### src/rtl/twes_pkg.sv
// Constants, state encoding and timing for the two-wire serial memory slave.
// Assumes a 200 MHz system clock that oversamples the serial clock and data pins.
//
// What this block does
// RQ1: Data line changes only while serial clock is low, except start and stop.
// RQ2: Start is data falling with clock high; everything before a start is ignored.
// RQ3: Stop is data rising with clock high; it ends every transfer, read ends in standby.
// RQ4: Master issues stop only after the transmitter released the data line.
// RQ5: Transmitter releases data after eight bits; receiver pulls low through ninth clock.
// RQ6: After a start, acknowledge only when the slave address matches our own.
// RQ7: Read: send eight bits, release, sample acknowledge; continue on ack, stop on none.
// RQ8: After a missing read acknowledge the master must send a stop.
// RQ9: Upper four slave address bits must equal the fixed device-type constant.
// RQ10: Next three slave address bits must match the three select pins.
// RQ11: Last slave address bit: one means read, zero means write.
// RQ12: When addressed for write, acknowledge every following received byte.
// RQ13: Write carries an eight-bit word address, acknowledged, then acknowledged data.
// RQ14: A stop after write data starts the self-timed programming cycle.
// RQ15: During programming the device ignores inputs and answers no request.
// RQ16: Page write: master sends up to three more bytes, four in total, each acknowledged.
// RQ17: Per written byte only the two low address bits increment; page wraps.
// RQ18: Acknowledge polling: no ack while programming, ack once it has finished.
// RQ19: Master ends a read by stop in ninth clock, or high ninth clock then stop.
// RQ20: Writes happen only while the write-inhibit input is low.
// RQ21: The master always starts transfers and supplies the clock; device is slave.
// RQ22: Address counter holds last address plus one; plain read uses it.
// RQ23: Reads increment all eight address bits and roll over from top to zero.
// RQ24: Programming time is a parameterised cycle count; busy gates acknowledges.

package twes_pkg;

   // ----------------------------------------------------------------
   // Geometry
   // ----------------------------------------------------------------
   localparam int         ADDR_W     = 8;
   localparam int         DATA_W     = 8;
   localparam int         PAGE_W     = 2;
   localparam int         PAGE_BYTES = 4;
   localparam logic [3:0] BYTE_BITS  = 4'h8;
   localparam logic [2:0] COMMIT_END = 3'h4;

   // ----------------------------------------------------------------
   // Slave address layout and reset values
   // ----------------------------------------------------------------
   localparam int         SA_TYPE_LSB = 4;
   localparam int         SA_SEL_LSB  = 1;
   localparam int         SA_RW_BIT   = 0;
   localparam logic [3:0] DEV_TYPE_DEF = 4'h6;   // Arbitrary value
   localparam logic [7:0] ADDR_RST    = 8'h00;

   // ----------------------------------------------------------------
   // Timing
   // ----------------------------------------------------------------
   localparam int CLK_MHZ         = 200;
   localparam int PROG_TIME_US    = 5000;
   localparam int PROG_CYCLES_DEF = PROG_TIME_US * CLK_MHZ;

   // ----------------------------------------------------------------
   // States
   // ----------------------------------------------------------------
   typedef enum logic [3:0] {
      ST_IDLE     = 4'h0,
      ST_DEV      = 4'h1,
      ST_DEV_ACK  = 4'h2,
      ST_WORD     = 4'h3,
      ST_WORD_ACK = 4'h4,
      ST_WR       = 4'h5,
      ST_WR_ACK   = 4'h6,
      ST_RD       = 4'h7,
      ST_RD_ACK   = 4'h8,
      ST_PROG     = 4'h9
   } twes_state_e;

endpackage

### src/rtl/twes_mem.sv
// Storage array of the serial memory: one write port, one registered read port.
// Assumes the owner holds the read address steady while it waits for data.
`timescale 1ns/1ps

module twes_mem #(
   parameter int AW = 8,
   parameter int DW = 8
)(
   input  wire logic          clk_sys,
   input  wire logic          we,
   input  wire logic [AW-1:0] waddr,
   input  wire logic [DW-1:0] wdata,
   input  wire logic [AW-1:0] raddr,
   output logic      [DW-1:0] rdata
);

   logic [DW-1:0] mem [0:(1<<AW)-1];

   // No reset: the array models nonvolatile content
   always_ff @(posedge clk_sys) begin
      if (we) begin
         mem[waddr] <= wdata;
      end
      rdata <= mem[raddr];
   end

endmodule

### src/rtl/twes_top.sv
// Two-wire serial memory slave: start/stop, addressing, page write, reads.
// Assumes scl and sda arrive asynchronously and are far slower than clk_sys.
`timescale 1ns/1ps

module twes_top
   import twes_pkg::*;
#(
   parameter int         PROG_CYCLES = PROG_CYCLES_DEF,
   parameter logic [3:0] DEV_TYPE    = DEV_TYPE_DEF     // Arbitrary value
)(
   input  wire logic clk_sys,
   input  wire logic rst,
   input  wire logic scl_pin,
   input  wire logic sda_in,
   output logic      sda_out,
   output logic      sda_oe,
   input  wire logic select_pin_bit0,
   input  wire logic select_pin_bit1,
   input  wire logic select_pin_bit2,
   input  wire logic write_inhibit_input,
   output logic      prog_busy
);

   localparam int PW = $clog2(PROG_CYCLES + 1);

   // ----------------------------------------------------------------
   // Pin synchronisers
   // ----------------------------------------------------------------
   logic [5:0] sync1;
   logic [5:0] sync2;
   logic       scl_d;
   logic       sda_d;

   always_ff @(posedge clk_sys or posedge rst) begin
      if (rst) begin
         sync1 <= 6'h3F;
         sync2 <= 6'h3F;
         scl_d <= 1'b1;
         sda_d <= 1'b1;
      end else begin
         sync1 <= {write_inhibit_input, select_pin_bit2, select_pin_bit1,
                   select_pin_bit0, sda_in, scl_pin};
         sync2 <= sync1;
         scl_d <= sync2[0];
         sda_d <= sync2[1];
      end
   end

   wire       scl_s     = sync2[0];
   wire       sda_s     = sync2[1];
   wire [2:0] sel_s     = sync2[4:2];
   wire       inhibit_s = sync2[5];

   wire scl_rise  = scl_s & ~scl_d;
   wire scl_fall  = ~scl_s & scl_d;
   // Both conditions need the clock high on both samples; data edge is the mark
   wire start_det = scl_s & scl_d & sda_d & ~sda_s;                            // RQ2
   wire stop_det  = scl_s & scl_d & ~sda_d & sda_s;                            // RQ3

   // ----------------------------------------------------------------
   // State and datapath registers
   // ----------------------------------------------------------------
   twes_state_e        state;
   twes_state_e        next_state;
   logic [3:0]         bit_cnt;
   logic [7:0]         shreg;
   logic [7:0]         tx;
   logic [ADDR_W-1:0]  word_addr;
   logic [DATA_W-1:0]  page_data [0:PAGE_BYTES-1];
   logic [PAGE_BYTES-1:0] page_valid;
   logic               rd_mode;
   logic               master_ack;
   logic [PW-1:0]      prog_cnt;
   logic [2:0]         commit_idx;
   logic               next_sda_oe;
   logic [DATA_W-1:0]  mem_rdata;

   // ----------------------------------------------------------------
   // Decode
   // ----------------------------------------------------------------
   wire addr_hit  = (shreg[7:SA_TYPE_LSB] == DEV_TYPE) &                       // RQ9
                    (shreg[SA_TYPE_LSB-1:SA_SEL_LSB] == sel_s);               // RQ10
   wire in_rx     = (state == ST_DEV) | (state == ST_WORD) | (state == ST_WR);
   wire in_bits   = in_rx | (state == ST_RD);
   // Ack states still hold eight in the counter; the ninth fall must not pass as a byte
   wire byte_done = scl_fall & in_bits & (bit_cnt == BYTE_BITS);              // RQ5
   wire in_write  = (state == ST_WR) | (state == ST_WR_ACK);
   // Inhibit high blocks the programming cycle; bytes are still acknowledged
   wire prog_go   = in_write & (|page_valid) & ~inhibit_s;                    // RQ14 RQ20
   wire prog_done = (prog_cnt == '0);
   wire enter_rd  = scl_fall & (((state == ST_DEV_ACK) & rd_mode) |
                                ((state == ST_RD_ACK) & master_ack));         // RQ7
   wire wr_byte   = (state == ST_WR) & byte_done;
   wire mem_we    = (state == ST_PROG) & (commit_idx < COMMIT_END) &
                    page_valid[commit_idx[PAGE_W-1:0]];
   wire [ADDR_W-1:0] mem_waddr = {word_addr[ADDR_W-1:PAGE_W], commit_idx[PAGE_W-1:0]};
   wire [ADDR_W-1:0] page_next = {word_addr[ADDR_W-1:PAGE_W],
                                  word_addr[PAGE_W-1:0] + 2'h1};              // RQ17

   // ----------------------------------------------------------------
   // State transitions
   // ----------------------------------------------------------------
   always_comb begin
      next_state = state;
      if (state == ST_PROG) begin
         // Starts and address bytes are not seen at all while busy
         if (prog_done) begin
            next_state = ST_IDLE;                                              // RQ15 RQ18
         end
      end else if (stop_det) begin
         next_state = prog_go ? ST_PROG : ST_IDLE;                             // RQ3 RQ14
      end else if (start_det) begin
         next_state = ST_DEV;                                                  // RQ2
      end else begin
         unique case (state)
            ST_IDLE: begin
               next_state = ST_IDLE;
            end
            ST_DEV: begin
               if (byte_done) next_state = addr_hit ? ST_DEV_ACK : ST_IDLE;    // RQ6
            end
            ST_DEV_ACK: begin
               if (scl_fall) next_state = rd_mode ? ST_RD : ST_WORD;           // RQ11
            end
            ST_WORD: begin
               if (byte_done) next_state = ST_WORD_ACK;                        // RQ13
            end
            ST_WORD_ACK: begin
               if (scl_fall) next_state = ST_WR;
            end
            ST_WR: begin
               if (byte_done) next_state = ST_WR_ACK;                          // RQ12
            end
            ST_WR_ACK: begin
               if (scl_fall) next_state = ST_WR;
            end
            ST_RD: begin
               if (byte_done) next_state = ST_RD_ACK;
            end
            ST_RD_ACK: begin
               if (scl_fall) next_state = master_ack ? ST_RD : ST_IDLE;        // RQ7
            end
            default: begin
               next_state = ST_IDLE;
            end
         endcase
      end
   end

   // ----------------------------------------------------------------
   // Data line drive
   // ----------------------------------------------------------------
   always_comb begin
      next_sda_oe = sda_oe;
      if (state == ST_PROG || stop_det || start_det) begin
         next_sda_oe = 1'b0;                                                   // RQ15
      end else if (byte_done) begin
         next_sda_oe = (state == ST_DEV) ? addr_hit : in_rx;                   // RQ5 RQ6 RQ12
      end else if (enter_rd) begin
         next_sda_oe = ~mem_rdata[7];                                          // RQ7
      end else if (scl_fall && state == ST_RD) begin
         next_sda_oe = ~tx[6];                                                 // RQ1
      end else if (scl_fall) begin
         next_sda_oe = 1'b0;
      end
   end

   always_ff @(posedge clk_sys or posedge rst) begin
      if (rst) begin
         state   <= ST_IDLE;
         sda_oe  <= 1'b0;
         sda_out <= 1'b0;
      end else begin
         state   <= next_state;
         sda_oe  <= next_sda_oe;
         sda_out <= 1'b0;
      end
   end

   // ----------------------------------------------------------------
   // Bit counter, shifters and acknowledge sample
   // ----------------------------------------------------------------
   always_ff @(posedge clk_sys or posedge rst) begin
      if (rst) begin
         bit_cnt    <= 4'h0;
         shreg      <= 8'h00;
         tx         <= 8'h00;
         rd_mode    <= 1'b0;
         master_ack <= 1'b0;
      end else begin
         if (start_det || (scl_fall && !in_bits)) begin
            bit_cnt <= 4'h0;
         end else if (scl_rise && in_bits) begin
            bit_cnt <= bit_cnt + 4'h1;
         end
         if (scl_rise && in_rx) begin
            shreg <= {shreg[6:0], sda_s};
         end
         if (byte_done && state == ST_DEV) begin
            rd_mode <= shreg[SA_RW_BIT];                                       // RQ11
         end
         if (enter_rd) begin
            tx <= mem_rdata;
         end else if (scl_fall && state == ST_RD) begin
            tx <= {tx[6:0], 1'b0};
         end
         if (scl_rise && state == ST_RD_ACK) begin
            master_ack <= ~sda_s;                                              // RQ7
         end
      end
   end

   // ----------------------------------------------------------------
   // Address counter and page buffer
   // ----------------------------------------------------------------
   always_ff @(posedge clk_sys or posedge rst) begin
      if (rst) begin
         word_addr  <= ADDR_RST;
         page_valid <= '0;
      end else begin
         if (byte_done && state == ST_WORD) begin
            word_addr <= shreg;                                                // RQ13
         end else if (wr_byte) begin
            word_addr <= page_next;                                            // RQ17 RQ22
         end else if (enter_rd) begin
            word_addr <= word_addr + 8'h01;                                    // RQ22 RQ23
         end
         // A restart or a new word address abandons the unsent page
         if ((start_det && state != ST_PROG) || (byte_done && state == ST_WORD) ||
             (state == ST_PROG && prog_done)) begin
            page_valid <= '0;
         end else if (wr_byte) begin
            page_valid[word_addr[PAGE_W-1:0]] <= 1'b1;                         // RQ17
         end
      end
   end

   always_ff @(posedge clk_sys) begin
      if (wr_byte) begin
         page_data[word_addr[PAGE_W-1:0]] <= shreg;
      end
   end

   // ----------------------------------------------------------------
   // Programming cycle
   // ----------------------------------------------------------------
   always_ff @(posedge clk_sys or posedge rst) begin
      if (rst) begin
         prog_cnt   <= '0;
         commit_idx <= 3'h0;
         prog_busy  <= 1'b0;
      end else begin
         prog_busy <= (next_state == ST_PROG);                                 // RQ24
         if (state != ST_PROG) begin
            prog_cnt   <= PW'(PROG_CYCLES - 1);                                // RQ24
            commit_idx <= 3'h0;
         end else begin
            prog_cnt <= prog_cnt - PW'(1);
            if (commit_idx < COMMIT_END) begin
               commit_idx <= commit_idx + 3'h1;                                // RQ14
            end
         end
      end
   end

   twes_mem #(
      .AW (ADDR_W),
      .DW (DATA_W)
   ) u_mem (
      .clk_sys (clk_sys),
      .we      (mem_we),
      .waddr   (mem_waddr),
      .wdata   (page_data[commit_idx[PAGE_W-1:0]]),
      .raddr   (word_addr),
      .rdata   (mem_rdata)
   );

   // ----------------------------------------------------------------
   // Assertions
   // ----------------------------------------------------------------
   start_enters_a: assert property (@(posedge clk_sys) disable iff (rst) // RQ2
      start_det && state != ST_PROG && !stop_det |=> state == ST_DEV)
      else $error("start did not open address phase");

   busy_silent_a: assert property (@(posedge clk_sys) disable iff (rst) // RQ15
      state == ST_PROG |=> !sda_oe)
      else $error("data line driven while programming");

   addr_match_a: assert property (@(posedge clk_sys) disable iff (rst) // RQ6
      state == ST_DEV && byte_done && !stop_det && !start_det |=> sda_oe == $past(addr_hit))
      else $error("address acknowledge disagrees with compare");

   wr_byte_ack_a: assert property (@(posedge clk_sys) disable iff (rst) // RQ12
      wr_byte && !stop_det && !start_det |=> sda_oe ##1 sda_oe)
      else $error("write byte not acknowledged");

   stop_prog_a: assert property (@(posedge clk_sys) disable iff (rst) // RQ14
      stop_det && state == ST_WR && |page_valid && !inhibit_s |=> state == ST_PROG)
      else $error("stop after data did not start programming");

   inhibit_block_a: assert property (@(posedge clk_sys) disable iff (rst) // RQ20
      state != ST_PROG && inhibit_s |=> state != ST_PROG && !mem_we)
      else $error("write performed while inhibited");

   page_wrap_a: assert property (@(posedge clk_sys) disable iff (rst) // RQ17
      wr_byte |=> word_addr[7:2] == $past(word_addr[7:2]) &&
                  word_addr[1:0] == $past(word_addr[1:0]) + 2'h1)
      else $error("page address did not wrap in low bits");

   rd_incr_a: assert property (@(posedge clk_sys) disable iff (rst) // RQ23
      enter_rd && state != ST_PROG && !stop_det && !start_det |=>
         word_addr == $past(word_addr) + 8'h01)
      else $error("read counter did not advance");

   rd_nack_a: assert property (@(posedge clk_sys) disable iff (rst) // RQ7
      state == ST_RD_ACK && scl_fall && !master_ack && !stop_det && !start_det
         |=> state == ST_IDLE && !sda_oe)
      else $error("read continued without acknowledge");

   prog_len_a: assert property (@(posedge clk_sys) disable iff (rst) // RQ24
      state == ST_PROG && prog_done |=> state == ST_IDLE ##1 !prog_busy)
      else $error("programming cycle did not end on count");

   oe_low_clk_a: assert property (@(posedge clk_sys) disable iff (rst) // RQ1
      $changed(sda_oe) |-> !scl_d || $past(start_det) || $past(stop_det))
      else $error("data drive changed while clock high");

   cover_prog_c: cover property (@(posedge clk_sys) disable iff (rst)
      state == ST_WR ##1 state == ST_PROG);
   cover_seq_rd_c: cover property (@(posedge clk_sys) disable iff (rst)
      state == ST_RD_ACK ##1 state == ST_RD);
   cover_miss_c: cover property (@(posedge clk_sys) disable iff (rst)
      state == ST_DEV && byte_done && !addr_hit);
   cover_page_c: cover property (@(posedge clk_sys) disable iff (rst)
      page_valid == 4'hF);

endmodule

### config.mk
export PLATFORM = sky130hd
export DESIGN_NAME = twes_top
export DESIGN_NICKNAME = d
export VERILOG_FILES = /design/src/rtl/twes_pkg.sv /design/src/rtl/twes_mem.sv /design/src/rtl/twes_top.sv
export SDC_FILE = /design/constraint.sdc
export NUM_CORES = 2
export LEC_CHECK = 0
export BUFFER_PORTS_ARGS = -buffer_cell sky130_fd_sc_hd__buf_2
export CORE_UTILIZATION = 63
export CTS_CLUSTER_SIZE = 20
export DETAILED_ROUTE_END_ITERATION = 6
export PLACE_DENSITY = 0.79
export SYNTH_ARGS = -nofsm -noshare
export SYNTH_HDL_FRONTEND = slang
export SYNTH_SLANG_ARGS = --single-unit
### constraint.sdc
create_clock -name clk_sys -period 5 [get_ports clk_sys]
set_clock_uncertainty 0.1 [all_clocks]
set_input_delay 0.25 -clock clk_sys [delete_from_list [all_inputs] [get_ports clk_sys]]
set_output_delay 0.25 -clock clk_sys [all_outputs]
set_load 0.01 [all_outputs]
# ---- Word-level counts from Yosys, hierarchy flattened
# Memory sizes are Yosys's and may differ from the RTL's. A register that Yosys moved wholly into a read port is not among the register bits.
# Cells that the tools add are included.
dict set report totals {
  regBits 76
  ramBits 2080
  input_bits 8
  out_inout_bits 3
  elab_cells 143
  memories 2
}
dict set report classes {
  add_sub_neg 5
  order_cmp 4
  n_eq_ne 15
  n_mux 42
  bitwise_logic 31
  reduce_logical 27
}
# memory words width read_ports rd_ports_with_merged_regs write_ports line_no
set mem_list {}
lappend mem_list {u_mem.mem 256 8 1 1 1 twes_mem.sv:17} ;# logic [DW-1:0] mem [0:(1<<AW)-1];
lappend mem_list {page_data 4 8 1 0 1 twes_top.sv:69} ;# logic [DATA_W-1:0] page_data [0:PAGE_BYTES-1];
# cell count
set op_table {}
lappend op_table {{4-bit 2-to-1 mux} 16}
lappend op_table {{4-bit case mux with 7 select lines} 1}
lappend op_table {{8-bit 2-to-1 mux} 3}
lappend op_table {{4-bit by 3-bit == test with 1-bit output, second input constant} 5}
lappend op_table {{20-bit zero test} 1}
lappend op_table {{20-bit 2-to-1 mux} 1}
lappend op_table {{20-bit by 1-bit subtractor with 20-bit output, second input constant} 1}
lappend op_table {{1-bit bitwise AND} 18}
lappend op_table {{4-bit == test, second input constant} 4}
lappend op_table {{7-bit 2-to-1 mux} 2}
lappend op_table {{1-bit 2-to-1 mux} 12}
lappend op_table {{3-bit 2-to-1 mux} 4}
lappend op_table {{1-bit logical AND} 10}
lappend op_table {{2-bit nonzero test} 5}
lappend op_table {{8-bit by 1-bit adder with 8-bit output, second input constant} 1}
lappend op_table {{4-bit by 2-bit == test with 1-bit output, second input constant} 2}
lappend op_table {{1-bit inverter} 7}
lappend op_table {{2-bit by 3-bit less-than comparator with 1-bit output, second input constant} 2}
lappend op_table {{1-bit logical OR} 5}
lappend op_table {{1-bit bitwise OR} 5}
lappend op_table {{5-bit nonzero test} 1}
lappend op_table {{4-bit by 1-bit adder with 4-bit output, second input constant} 1}
lappend op_table {{4-bit by 1-bit == test with 1-bit output, second input constant} 1}
lappend op_table {{4-bit != test, second input constant} 1}
lappend op_table {{15 further kinds} 15}

# ---- Depth between registers and ports, before layout
dict set report depth {
  ltp_word 12
  mapped_depth 12
  ltp_nobuf 8
}

# ---- Hierarchy
# From an unflattened synthesis, not the netlist that was laid out.
dict set report hier_totals {
  hier_cells 4141
  hier_area_um2 84392.2
}
# module instances cells_per_inst area_each_um2 seq_area_each_um2
set modules_own_cells {}
lappend modules_own_cells {twes_mem 1 3733 79556.3 61659.1}
lappend modules_own_cells {twes_top 1 408 4835.9 2880.3}

# ---- Worst setup path before layout
# No wires, ideal clock.
dict set report synth_path {
  path_type {reg2reg}
  startpoint {register commit_idx[0]}
  endpoint {memory u_mem.mem[0][0] (data pin)}
  setup_time_ps 551
  t_arrival_ps 2898
  required_time_ps 4349
  path_slack_ps 1451
  path_stages_with_launch 3
  path_buffers 1
  synth_period_minus_slack_ps 3549
  cell_sequence {dfrtp_1 -> buf_1 -> mux4_2}
}
dict set report synth_via {
  elab_chain_cells 1
}
# element line_no
set synth_rtl {}
lappend synth_rtl {{start, declared} twes_top.sv:74} ;# logic [2:0] commit_idx;
lappend synth_rtl {{start signal, assigned} twes_top.sv:260} ;# commit_idx <= commit_idx + 3'h1;
lappend synth_rtl {{memory read 4 x 8 bit} n/a}
lappend synth_rtl {{via u_mem.wdata[0]} twes_mem.sv:12} ;# input wire logic [DW-1:0] wdata,
lappend synth_rtl {{end, declared} twes_mem.sv:17}
# The timed path passes the listed nets, and every way through them passes these cells.

==> flow_summary.ini <==
[finish]
layout-drive-gt1-share = 0.2620
seqCellArea_mm2 = 0.06455
multiInputGateArea_mm2 = 0.01844
stdcell_count = 6117
syn_to_final_growth_pct = 11.83
nNetsFinal = 4214
fillCellCount = 7142

[floorplanning]
die-area_mm2 = 0.1349
fp.dieW_um = 367.2
num_rows = 133
core-area_mm2 = 0.1320
ios = 11
die_h_um = 367.2
start_util = 0.6368

[route]
drtIter0Drc = 7491
wl_um = 219300
ant_nets = 0
drc = 51
detail_route.wl_per_cell_um = 35.85
num_vias = 44030
vias_per_cell = 7.197
dr.pass1.iters = 7

[power]
p_per_area_mw_per_mm2 = 370.7
ir_drop_mv = 0.3267
leakagePower_nw = 28.76

[sta]
relSlewSlack = 0.1311
setup_tns_ns = 0
tightest_slew_ns = 1.303
grt_setup_unrepaired = no
setup_viol = 0
finalCriticalPeriod_ns = 4.381
whs_ns = 0.2564
timing.final.crit_share = 0.8761
timing_hold_violations_final = 0
fmax_ghz = 0.2283
slew_viol_final = 0

[clock_tree]
clk_pin_slew_ns = 0.07
cts_inserted_buffers = 204
clock-sinks = 2164
cts_buffer_depth = 3
root_buffer = clkbuf_16
cts_tree = built
cts-resized-gates = 0
cts_max_level = 4
cts_setup_buffers = 0
insertion_delay_ns = 0.84

[synth]
syn_area_per_cell_um2 = 21.32
synth_flop_cell = edfxtp_1
ys_warn_count = 0
syn_inst = 3942
synth_commonest_cells = 2080 x edfxtp_1, 562 x mux4_2, 327 x nor2_1, 102 x nand2_1, 90 x buf_2
syn-cell-area_mm2 = 0.08404
synth_area_leaders = edfxtp_1 74%, mux4_2 15%, dfrtp_1 1.8%, nor2_1 1.5%, mux2i_1 0.88%
synth-seq-area-share = 0.7680
synth-seq-cells = 2164
yosysTopAreaCell = edfxtp_1
synth_top_cell_area_share = 0.7432
async_flop_share = 0.03512
ys_types = 70
synth-edff-count = 2080
synth_most_common_cell = edfxtp_1
syn_nets = 3961

[placed_design]
routabilityCongestion = 0.9438
port_buffers = 9
dp_cells = 5730
hpwl_um = 128800

[setup_path]
critPathMaxStageDelay_ns = 0.81
worst-endpoint-required_ns = 5.61
critPathKind = reg2reg
cp_max_fo = 47
crit_arrival_ns = 4.99
critical-path-top-cell-by-count = buf_12
crit_chain = buf_12, buf_12, mux4_2, mux2i_1, o22ai_1, nor3_1, and4_1, nand4_1
cp-end-kind = register
worst_setup_path_start_kind = register
slowest_stage = dfrtp_4

[global_routing]
grt_max_degree = 145
grt_overflow = 0
grt_pass1_wl_um = 312100
antenna_found_initial = 8
track_usage = 0.3287
grt_pass1_vias = 43630

[outcome]
violations = design-rule violations
outcome = finished with violations

[flow_run]
maxCapViolations = 0

[hold_path]
hp-class = reg2reg
[registers in the layout, summed over array words and instances (netlist names), 3 cells and up]
signal / cells
u_mem.mem: 2048
tx: 7
commit_idx: 3
prog_cnt: 20
word_addr: 8
page_data: 32
sync2: 6
bit_cnt: 4
sync1: 6
state: 4
page_valid: 4
shreg: 8
u_mem.rdata: 8
[stage by stage]
step,setup WS [ns],utilization,total power [mW],instance area [µm²]
after floorplan,1.451,-,20.15,84040
after global placement,1.103,0.6625,20.20,87430
after detailed placement,1.029,0.6625,20.21,87430
after CTS,0.9271,0.7121,34.88,93980
after global routing,0.6352,0.7121,35.53,93980
final,0.6194,0.7122,34.84,93980
[cell families after synthesis]
group / synth area share
flops: 0.7680
mux: 0.1613
simple gates: 0.03250
compound gates: 0.02019
buf+inv: 0.01331
xor+xnor: 0.003022
fa+ha+maj: 0.001638
other cells: 0.00004462
[cell type report]
cell class | instances | area share
clock inverter | 103 | 0.009719
antenna | 3 | 0.00007988
timing repair buffer | 270 | 0.02476
clock buffer | 267 | 0.05846
tap | 1755 | 0.02336
multi-input combinational | 1542 | 0.1962
inverter | 13 | 0.0005325
sequential | 2164 | 0.6869
[critical path, delay by kind of cell (launching register included)]
family | cells | cell delay (ns)
DFF | 1 | 0.81
muxes | 2 | 1.04
and+or+nand+nor | 3 | 1.30
AOI/OAI and AO/OA | 1 | 0.19
buffers and inverters | 2 | 0.69
[path summary, 6_finish.rpt]
| path | cells past startpoint | slack [ns] | end | from |
|---|---|---|---|---|
| min in group asynchronous | 4 | 0.37 | shreg[0] | rst |
| max in group asynchronous | 5 | 3.21 | word_addr[3] | rst |
| worst min register to register | 0 | 0.26 | sync2[0] | sync1[0] |
| worst max-delay path | 8 | 0.62 | u_mem.rdata[7] | word_addr[0] |
| worst min-delay path | 0 | 0.26 | sync2[0] | sync1[0] |
| worst max register to register | 8 | 0.62 | u_mem.rdata[7] | word_addr[0] |
[power by group]
part	internal [mW]	switching, mW
sequential	19.6	0.0911
combinational	0.0552	0.0516
clock	8.36	6.64
total	28.1	6.79
[layout by cell type (no fill, tap or decap), drive strengths merged, types with 50 or more instances in the layout]
cell	synthesis	layout
clkbuf	81	267
nand3	50	50
a22oi	57	57
nand2	102	102
buf	142	256
dfrtp	62	62
nor2	327	327
edfxtp	2080	2080
mux4	562	562
clkinv	0	80
mux2i	74	74
[routing by layer]
layer | track usage | routed length (µm) | up-vias
met5 | 0.01068 | 295 | -
met4 | 0.1507 | 12170 | 16
met3 | 0.1069 | 29790 | 733
met2 | 0.5017 | 102500 | 3651
met1 | 0.4360 | 74540 | 22720
li1 | - | - | 16910
[what timing repair did]
| action | 4_1_cts | 5_1_grt |
|---|---|---|
| endpoints found under the setup margin | 0 | 0 |
| endpoints found under the hold margin | 76 | 0 |
| hold buffers | 14 | 0 |
(Power assumes the default switching activity.)
